`src/verilog/driver_pkg.sv`:
```
// Shared constants for the octal serial driver link and its host.
// Assumes a 100 MHz core clock on both ends.
package driver_pkg;

   // ***********************************************************
   // Widths
   // ***********************************************************
   localparam int CHANNELS = 8;
   localparam int CNT_W    = 16;

   // ***********************************************************
   // Timing
   // ***********************************************************
   localparam int CORE_NS        = 10;
   localparam int CORE_MHZ       = 1000 / CORE_NS;
   localparam int BLANK_US       = 160;
   localparam int BLANK_MIN_US   = 75;
   localparam int BLANK_MAX_US   = 250;
   localparam int BLANK_CYCLES   = BLANK_US * CORE_MHZ;
   localparam int CHECK_WAIT_US  = 160;
   localparam int CHECK_CYCLES   = CHECK_WAIT_US * CORE_MHZ;
   localparam int LEAD_NS        = 250;
   localparam int LEAD_CYCLES    = (LEAD_NS + CORE_NS - 1) / CORE_NS;
   localparam int HALF_NS        = 250;
   localparam int HALF_CYCLES    = (HALF_NS + CORE_NS - 1) / CORE_NS;

   // ***********************************************************
   // Reset values
   // ***********************************************************
   localparam logic [7:0] DRIVE_RESET = 8'h00;
   localparam logic [7:0] BYTE_ZERO   = 8'h00;

endpackage : driver_pkg

```
`src/verilog/spi_link_if.sv`:
```
// Serial link between the microcontroller end and the driver end.
// Assumes the host end makes the shift clock and the select.
interface spi_link_if;
   logic cs_n;
   logic sclk;
   logic si;
   logic so_out;
   logic so_oe;
   // The three-state pin is resolved where the link is wired up, from
   // so_out and so_oe; this carrier only passes the result to the host.
   wire  so;

   modport device (
      input  cs_n,
      input  sclk,
      input  si,
      output so_out,
      output so_oe
   );

   modport host (
      output cs_n,
      output sclk,
      output si,
      input  so
   );
endinterface : spi_link_if

```
`src/verilog/bit_sync.sv`:
```
// Two-stage synchroniser for a group of independent levels.
// Assumes each bit is a slow level; no word coherence is given.
module bit_sync #(
   parameter int W = 1
) (
   input  wire logic         clk,
   input  wire logic         rst,
   input  wire logic [W-1:0] d,
   output logic      [W-1:0] q
);
   if (W < 1) begin : g_bad_width
      $error("Synchroniser width must be at least one.");
   end

   typedef struct packed {
      logic [W-1:0] meta;
      logic [W-1:0] held;
   } sync_t;

   sync_t st_reg;
   sync_t st_next;

   always_comb begin
      st_next.meta = d;
      st_next.held = st_reg.meta;
   end

   always_ff @(posedge clk or posedge rst) begin
      if (rst) begin
         st_reg <= '0;
      end else begin
         st_reg <= st_next;
      end
   end

   assign q = st_reg.held;
endmodule : bit_sync

```
`src/verilog/host_end.sv`:
```
// Microcontroller end: runs one byte frame or a two-frame fault check.
// Assumes a single driver on the link and a 100 MHz core clock.
module host_end #(
   parameter int unsigned HALF_CYCLES  = driver_pkg::HALF_CYCLES,
   parameter int unsigned LEAD_CYCLES  = driver_pkg::LEAD_CYCLES,
   parameter int unsigned CHECK_CYCLES = driver_pkg::CHECK_CYCLES
) (
   input  wire logic       core_clk,
   input  wire logic       rst,
   input  wire logic       start,
   input  wire logic       check,
   input  wire logic [7:0] tx_byte,
   output logic            busy,
   output logic            done,
   output logic      [7:0] rx_byte,
   output logic      [7:0] short_flags,
   output logic      [7:0] open_flags,
   spi_link_if.host        link
);

   // ***********************************************************
   // Parameter check
   // ***********************************************************
   // Half periods under three cycles would sample the serial output
   // before it has passed the synchroniser.
   if (HALF_CYCLES < 3 || LEAD_CYCLES < 3 ||
       HALF_CYCLES >= (1 << driver_pkg::CNT_W) ||
       CHECK_CYCLES < LEAD_CYCLES ||
       CHECK_CYCLES >= (1 << driver_pkg::CNT_W)) begin : g_bad_time
      $error("Host timing parameters out of range.");
   end

   // ***********************************************************
   // State
   // ***********************************************************
   typedef enum logic [2:0] {IDLE, LEAD, HIGH, LOW, LAG, GAP} phase_t;

   typedef struct packed {
      phase_t                       phase;
      logic [driver_pkg::CNT_W-1:0] cnt;
      logic [2:0]                   bit_idx;
      logic [7:0]                   tx;
      logic [7:0]                   sh;
      logic [7:0]                   rx;
      logic                         chk;
      logic                         second;
      logic                         cs_n;
      logic                         sclk;
      logic                         si;
      logic                         done;
      logic [7:0]                   rx_out;
      logic [7:0]                   short_out;
      logic [7:0]                   open_out;
   } host_t;

   host_t st_reg;
   host_t st_next;
   logic  so_s;

   bit_sync #(
      .W (1)
   ) u_so_sync (
      .clk (core_clk),
      .rst (rst),
      .d   (link.so),
      .q   (so_s)
   );

   // ***********************************************************
   // Sequencer
   // ***********************************************************
   // The input bit changes together with the rising edge (the first bit at select
   // fall), at least a half period before the falling edge that captures it.
   always_comb begin
      st_next      = st_reg;
      st_next.done = 1'b0;
      case (st_reg.phase)
         IDLE: begin
            if (start) begin
               st_next.tx     = tx_byte;
               st_next.sh     = tx_byte;
               st_next.chk    = check;
               st_next.second = 1'b0;
               st_next.rx     = driver_pkg::BYTE_ZERO;
               st_next.cs_n   = 1'b0;
               st_next.si     = tx_byte[7];
               st_next.cnt    = driver_pkg::CNT_W'(LEAD_CYCLES - 1);
               st_next.phase  = LEAD;
            end
         end
         LEAD: begin
            if (st_reg.cnt == '0) begin
               st_next.bit_idx = 3'h0;
               st_next.sclk    = 1'b1;
               st_next.cnt     = driver_pkg::CNT_W'(HALF_CYCLES - 1);
               st_next.phase   = HIGH;
            end else begin
               st_next.cnt = st_reg.cnt - 1'b1;
            end
         end
         HIGH: begin
            if (st_reg.cnt == '0) begin
               st_next.rx    = {st_reg.rx[6:0], so_s};
               st_next.sclk  = 1'b0;
               st_next.cnt   = driver_pkg::CNT_W'(HALF_CYCLES - 1);
               st_next.phase = LOW;
            end else begin
               st_next.cnt = st_reg.cnt - 1'b1;
            end
         end
         LOW: begin
            if (st_reg.cnt != '0) begin
               st_next.cnt = st_reg.cnt - 1'b1;
            end else if (st_reg.bit_idx == 3'h7) begin
               st_next.cnt   = driver_pkg::CNT_W'(LEAD_CYCLES - 1);
               st_next.phase = LAG;
            end else begin
               st_next.bit_idx = st_reg.bit_idx + 3'h1;
               st_next.sh      = {st_reg.sh[6:0], 1'b0};
               st_next.si      = st_reg.sh[6];
               st_next.sclk    = 1'b1;
               st_next.cnt     = driver_pkg::CNT_W'(HALF_CYCLES - 1);
               st_next.phase   = HIGH;
            end
         end
         LAG: begin
            if (st_reg.cnt == '0) begin
               st_next.cs_n  = 1'b1;
               st_next.phase = GAP;
               if (st_reg.chk && !st_reg.second) begin
                  st_next.cnt = driver_pkg::CNT_W'(CHECK_CYCLES - 1);
               end else begin
                  st_next.cnt = driver_pkg::CNT_W'(LEAD_CYCLES - 1);
               end
            end else begin
               st_next.cnt = st_reg.cnt - 1'b1;
            end
         end
         GAP: begin
            if (st_reg.cnt != '0) begin
               st_next.cnt = st_reg.cnt - 1'b1;
            end else if (st_reg.chk && !st_reg.second) begin
               st_next.second = 1'b1;
               st_next.sh     = st_reg.tx;
               st_next.rx     = driver_pkg::BYTE_ZERO;
               st_next.cs_n   = 1'b0;
               st_next.si     = st_reg.tx[7];
               st_next.cnt    = driver_pkg::CNT_W'(LEAD_CYCLES - 1);
               st_next.phase  = LEAD;
            end else begin
               st_next.rx_out    = st_reg.rx;
               st_next.short_out = ~st_reg.tx & st_reg.rx;
               st_next.open_out  = st_reg.tx & ~st_reg.rx;
               st_next.done      = 1'b1;
               st_next.phase     = IDLE;
            end
         end
         default: begin
            st_next.phase = IDLE;
         end
      endcase
   end

   always_ff @(posedge core_clk or posedge rst) begin
      if (rst) begin
         st_reg       <= '0;
         st_reg.phase <= IDLE;
         st_reg.cs_n  <= 1'b1;
      end else begin
         st_reg <= st_next;
      end
   end

   assign busy        = (st_reg.phase != IDLE);
   assign done        = st_reg.done;
   assign rx_byte     = st_reg.rx_out;
   assign short_flags = st_reg.short_out;
   assign open_flags  = st_reg.open_out;
   assign link.cs_n   = st_reg.cs_n;
   assign link.sclk   = st_reg.sclk;
   assign link.si     = st_reg.si;

endmodule : host_end

```
`src/flat_wrapper.sv`:
```
// flat-port wrapper written by rule: the top's interface ports become plain ports
module host_end_flat 
#(
   parameter int unsigned HALF_CYCLES  = driver_pkg::HALF_CYCLES,
   parameter int unsigned LEAD_CYCLES  = driver_pkg::LEAD_CYCLES,
   parameter int unsigned CHECK_CYCLES = driver_pkg::CHECK_CYCLES
)
  (core_clk, rst, start, check, tx_byte, busy, done, rx_byte, short_flags, open_flags, link_cs_n, link_sclk, link_si, link_so);
  spi_link_if link_i ();
  input  wire logic core_clk;
  input  wire logic rst;
  input  wire logic start;
  input  wire logic check;
  input  wire logic [7:0] tx_byte;
  output logic busy;
  output logic done;
  output logic      [7:0] rx_byte;
  output logic      [7:0] short_flags;
  output logic      [7:0] open_flags;
  output wire logic [$bits(link_i.cs_n)-1:0] link_cs_n;
  output wire logic [$bits(link_i.sclk)-1:0] link_sclk;
  output wire logic [$bits(link_i.si)-1:0] link_si;
  input wire logic [$bits(link_i.so)-1:0] link_so;
  assign link_cs_n = link_i.cs_n;
  assign link_sclk = link_i.sclk;
  assign link_si = link_i.si;
  assign link_i.so = link_so;
  host_end #(.HALF_CYCLES(HALF_CYCLES), .LEAD_CYCLES(LEAD_CYCLES), .CHECK_CYCLES(CHECK_CYCLES)) u_core (.core_clk(core_clk), .rst(rst), .start(start), .check(check), .tx_byte(tx_byte), .busy(busy), .done(done), .rx_byte(rx_byte), .short_flags(short_flags), .open_flags(open_flags), .link(link_i));
endmodule
```
`config.mk`:
```
export PLATFORM = sky130hd
export DESIGN_NAME = host_end_flat
export DESIGN_NICKNAME = d
export VERILOG_FILES = /design/src/verilog/driver_pkg.sv /design/src/verilog/spi_link_if.sv /design/src/verilog/bit_sync.sv /design/src/verilog/host_end.sv /design/src/flat_wrapper.sv
export SDC_FILE = /design/constraint.sdc
export NUM_CORES = 1
export LEC_CHECK = 0
export BUFFER_PORTS_ARGS = -buffer_cell sky130_fd_sc_hd__buf_2
export CORE_MARGIN = 1.5
export CORE_UTILIZATION = 25
export DETAILED_ROUTE_END_ITERATION = 10
export PLACE_DENSITY_LB_ADDON = 0.3
export SETUP_SLACK_MARGIN = 0.3
export SYNTH_ARGS = -nofsm -noshare
export SYNTH_HDL_FRONTEND = slang
export SYNTH_HIERARCHICAL = 1
export SYNTH_SLANG_ARGS = --single-unit
```
`constraint.sdc`:
```
create_clock -name core_clk -period 5.4 [get_ports core_clk]
set_clock_uncertainty 0.2 [all_clocks]
set_input_delay 1.08 -clock core_clk [delete_from_list [all_inputs] [get_ports core_clk]]
set_output_delay 1.08 -clock core_clk [all_outputs]
set_load 0.005 [all_outputs]
```
# Yosys cells after proc, flatten, opt, wreduce, memory -nomap -nowiden
# Index checks and enable logic that the tools add are counted.
# classes
n_reduce_logical	24
n_addsub	2
muxes	43
n_bitwise	6
n_eq_ne	15
# ops
op	count
$mux 16	5
$pmux 16 s5	1
$mux 25	2
$mux 19	2
$mux 15	2
$mux 26	1
$mux 3	8
$pmux 8 s3	1
$pmux 7 s3	1
$mux 18	1
$pmux 3 s6	1
$and 8x8->8	2
$logic_not 16->1	1
$not 8->8	2
$reduce_bool 16->1	1
$sub 16x1->16 const B	1
$reduce_and 5->1	3
$reduce_bool 3->1	5
$mux 14	1
$mux 7	2
$reduce_and 6->1	2
$eq 3x3->1 const B	3
$pmux 1 s3	3
$mux 2	4
20 further kinds	35
# word_totals
input_bits	13
output_inout_bits	29
ff_bits	77
word_cells	107

# Longest topological paths before layout
# depth
word_depth	5
ltp_mapped	10
ltp_nobuf	7

# Hierarchy
# The synthesis kept the hierarchy.
# by_module_without_submodules
mod	area_per_inst_um2	seq_area_each_um2	instances	cells_each
host_end	3804.9	1878.1	1	381
bit_sync	53.8	50.0	1	3

# Least setup slack after synthesis
# Ideal clock, no wire load.
# synth_path
path_type	register -> register
startpoint	register u_core/st_reg[57] in the netlist's numbering
endpoint	register u_core.st_reg (netlist bit u_core/link.si)
stages_incl_launch_ff	10
period_less_slack_ns	2.822
required_time_ns	5.075
slack_ns	2.578
path_buffers	2
setup_time_ns	0.125
arrival_ns	2.497
path_cell_list	dfrtp_1 -> inv_1 -> ha_1 -> or4b_1 -> buf_2 -> or4_1 -> buf_2 -> o41ai_2 -> o21ai_2 -> mux2_2
# synth_between
elab_chain_cells	3
word_cells_on_any_way	4
classes_between	eq/ne: 2; reduce/logical: 2
# synth_rtl
element	line	source
start: declaration	host_end.sv:56	host_t st_reg;
start signal: assignment	host_end.sv:170	st_reg <= st_next;
$reduce_bool 16->1 *	host_end.sv:112, host_end.sv:140	
$ne 2x2->1 (no line)	--	
$reduce_and 6->1 (no line) *	--	
# Mark *: on every way between the ends. The rest lies on a longest branch, timed or not.
# A chain may end at the register's enable or synchronous reset.

# Worst setup path after layout
# layout_path
startpoint	register u_core/st_reg[57] in the netlist's numbering
endpoint	register u_core.st_reg (netlist bit u_core/rx_byte[1])
# layout_between
elab_chain_cells	3
# layout_rtl
element	line	source
$reduce_bool 16->1	host_end.sv:140	if (st_reg.cnt != '0) begin
$not 1->1 (no line)	--	
$reduce_and 3->1 (no line)	--	
# No other way between the ends.

==> qor.yml <==
logic_synthesis:
  synth.cell_area_mm2: 0.00386
  yosys_warnings: 6
  ys_ff_latch: 77
  synth_top_area_share_pct: 49.3
  synth_nets: 400
  synth_cell_types: 47
  avgSynthCellArea_um2: 10.0
  synth_ff_type: "dfrtp_1"
  synth_area_leaders: "dfrtp_1, mux2_2, nand2_1"
  synth_edf_count: 0
  yosysTopAreaCell: "dfrtp_1"
  synth_cells: 384
  yosysSeqAreaShare_pct: 50.0
  async_flop_share_pct: 100
pwr:
  p_per_area_mw_per_mm2: 443
  p_int_uw: 1320
  max-vdd-ir-drop_uv: 150
  leakage_uw: 0.00209
  p_sw_share_pct: 32.3
  pwr-share-comb_pct: 25.0
  clkPwrFrac_pct: 31.3
  p_sw_uw: 629
  seqPwrFrac_pct: 43.7
critical_path:
  worstPathArrival_ns: 3.23
  path_max_fanout: 26
  end_kind: "register"
  ff2ff_path_depth: 6
  timing.rr.start: "u_core/st_reg[57]$_DFFE_PP0P_"
  r2r_slack_ns: 2.18
  start_kind: "register"
  startpoint: "u_core/st_reg[57]$_DFFE_PP0P_"
  critPathRequiredTime_ns: 5.41
  path_class: "register to register"
  timing.rr.end: "u_core/rx_byte[1]$_DFFE_PP0P_"
  worstSetupEndpoint: "u_core/rx_byte[1]$_DFFE_PP0P_"
global_route:
  grt_pass1_vias: 2737
  grt_pass1_wl_um: 14300
  antenna_found_initial: 0
  grtUsageTotal_pct: 11.2
  grt_remaining_overflow: 0
  grt_max_degree: 47
clocking:
  cts_buffer_depth: 2
  ctsResizeCount: 0
  cts_tree: "built"
  cts_made_buffers: 9
  ctsRootBufferMaster: "clkbuf_16"
  cts_setup_buffers: 0
  clock_latency_ns: 0.33
  ctsHoldBuffers: 0
  cts.clk_slew.worst_paths_ns: 0.06
  cts_num_sinks: 77
  cts_htree_levels: 3
cells_and_area:
  area_growth_pct: 13.7
  fin_cells: 589
  nFillCells: 1564
  design_area_mm2: 0.00439
  layout.nets: 412
  multiInputGateArea_mm2: 0.00164
  diodes: 0
  drive_gt1_share_pct: 24.9
  regArea_mm2: 0.00193
  largest_reg_flops: 47
placed_design:
  gp_congestion: 0.769
  place_area_mm2: 0.00408
  post-dp-hpwl_um: 6120
  dp.cells: 573
  numPortBuffers: 41
route:
  avgRoutedWirePerCell_um: 15.0
  dr.pass1.iters: 4
  vias: 2848
  vias_per_cell: 4.84
  drt_iter0_markers: 243
  drtAntennaViolNets: 0
  drt-total-wl_um: 8830
  drc_errors: 0
run:
  drv_cap: 0
sta:
  final.period_utilization_pct: 59.7
  tightest_slew_ns: 0.961
  fin_tns_setup_ns: 0
  slew_headroom_pct: 35.8
  hold_slack_ns: 0.152
  hold_viol: 0
  rsz0062_at_grt: "false"
  drv_slew: 0
  min_period_ns: 3.22
  finalSetupViolations: 0
  max_freq_ghz: 0.310
floorplanning:
  num_rows: 45
  fp.dieH_um: 127
  fp.dieW_um: 127
  start_util_pct: 25.5
  ios: 42
  core_mm2: 0.0151
  die_area_mm2: 0.0162
min_path:
  hp-class: "register to register"
run_status:
  status: "finished clean"
## synthesized netlist by cell type (6+ instances only)
library cell / count
mux2_2: 28
inv_1: 9
a22o_1: 9
nand2_1: 53
nand3b_1: 16
nor4_1: 6
buf_4: 24
o2bb2ai_1: 6
o21ai_0: 24
dfrtp_1: 76
a22oi_1: 6
nor3_1: 10
nor2_1: 21
nand3_1: 11
clkbuf_1: 19
## critical path, stage by stage, from the launching register on
cell     delay [ns]
dfrtp_1        0.39
inv_1          0.08
ha_1           0.18
or4b_1         0.58
nor4_2         0.54
nand4_2        0.63
mux2_2         0.50
## layer usage
layer	vias to the layer above	share of wire (%)	track usage [%]
li1	1368	-	-
met1	1403	48	14.6
met2	67	46	18.4
met3	10	3.7	2.09
met4	0	1.4	4.81
met5	-	0	0
## cells in the final DEF, fill, tap and decap left out, types with 4 or more instances in the layout
cell / count
a211oi_1: 4
a21oi_1: 5
a22o_1: 9
a22oi_1: 6
and3_1: 4
buf_2: 41
buf_4: 6
clkbuf_16: 9
dfrtp_1: 76
inv_1: 8
mux2_2: 28
nand2_1: 53
nand3_1: 11
nand3b_1: 16
nor2_1: 21
nor2b_1: 4
nor3_1: 10
nor4_1: 5
o211ai_1: 4
o21ai_0: 24
o2bb2ai_1: 6
or3_1: 5
or4_1: 4
## cell families after synthesis
| family | Yosys count | share of synthesized area (%) |
|---|---|---|
| simple gates | 145 | 19.2 |
| flops | 77 | 50.0 |
| compound gates | 75 | 13.7 |
| buf+inv | 55 | 7.78 |
| mux | 28 | 8.17 |
| fa+ha+maj | 3 | 0.973 |
| xor+xnor | 1 | 0.227 |
## power groups by stage
stage	clock network [µW]	logic, µW	registers (µW)
global placement	0	477	853
CTS	624	489	848
floorplan	0	407	798
detailed placement	0	487	858
global route	654	548	874
finish	608	485	851
## worst min-delay path by stage
stage / start / endpoint / slack, ns / cells past startpoint
3_5_place_dp: u_core/u_so_sync/st_next[0]$_DFF_PP0_ / u_core/u_so_sync/q$_DFF_PP0_ / 0.14 / 0
6_report: u_core/u_so_sync/st_next[0]$_DFF_PP0_ / u_core/u_so_sync/q$_DFF_PP0_ / 0.15 / 0
4_1_cts: u_core/u_so_sync/st_next[0]$_DFF_PP0_ / u_core/u_so_sync/q$_DFF_PP0_ / 0.16 / 0
3_3_place_gp: u_core/u_so_sync/st_next[0]$_DFF_PP0_ / u_core/u_so_sync/q$_DFF_PP0_ / 0.13 / 0
5_1_grt: u_core/u_so_sync/st_next[0]$_DFF_PP0_ / u_core/u_so_sync/q$_DFF_PP0_ / 0.17 / 0
2_1_floorplan: u_core/u_so_sync/st_next[0]$_DFF_PP0_ / u_core/u_so_sync/q$_DFF_PP0_ / 0.13 / 0
## stage by stage
| step | util, % | worst slack, ns | total power (µW) |
|---|---|---|---|
| after floorplan | - | 2.21 | 1200 |
| after global placement | 27.0 | 2.20 | 1330 |
| after detailed placement | 27.0 | 2.15 | 1340 |
| after CTS | 29.0 | 2.14 | 1960 |
| after global routing | 29.0 | 1.98 | 2080 |
| final | 29.0 | 2.18 | 1940 |
## final cells by class
type,instances,area share (%)
well taps,188,5.36
inverters,9,0.770
flip-flops and latches,77,44.0
clock inverters,5,1.34
repair buffers,47,5.71
multi-input cells,252,37.3
clock buffers,11,5.53
Note: power is estimated with default switching activity, not from simulation.
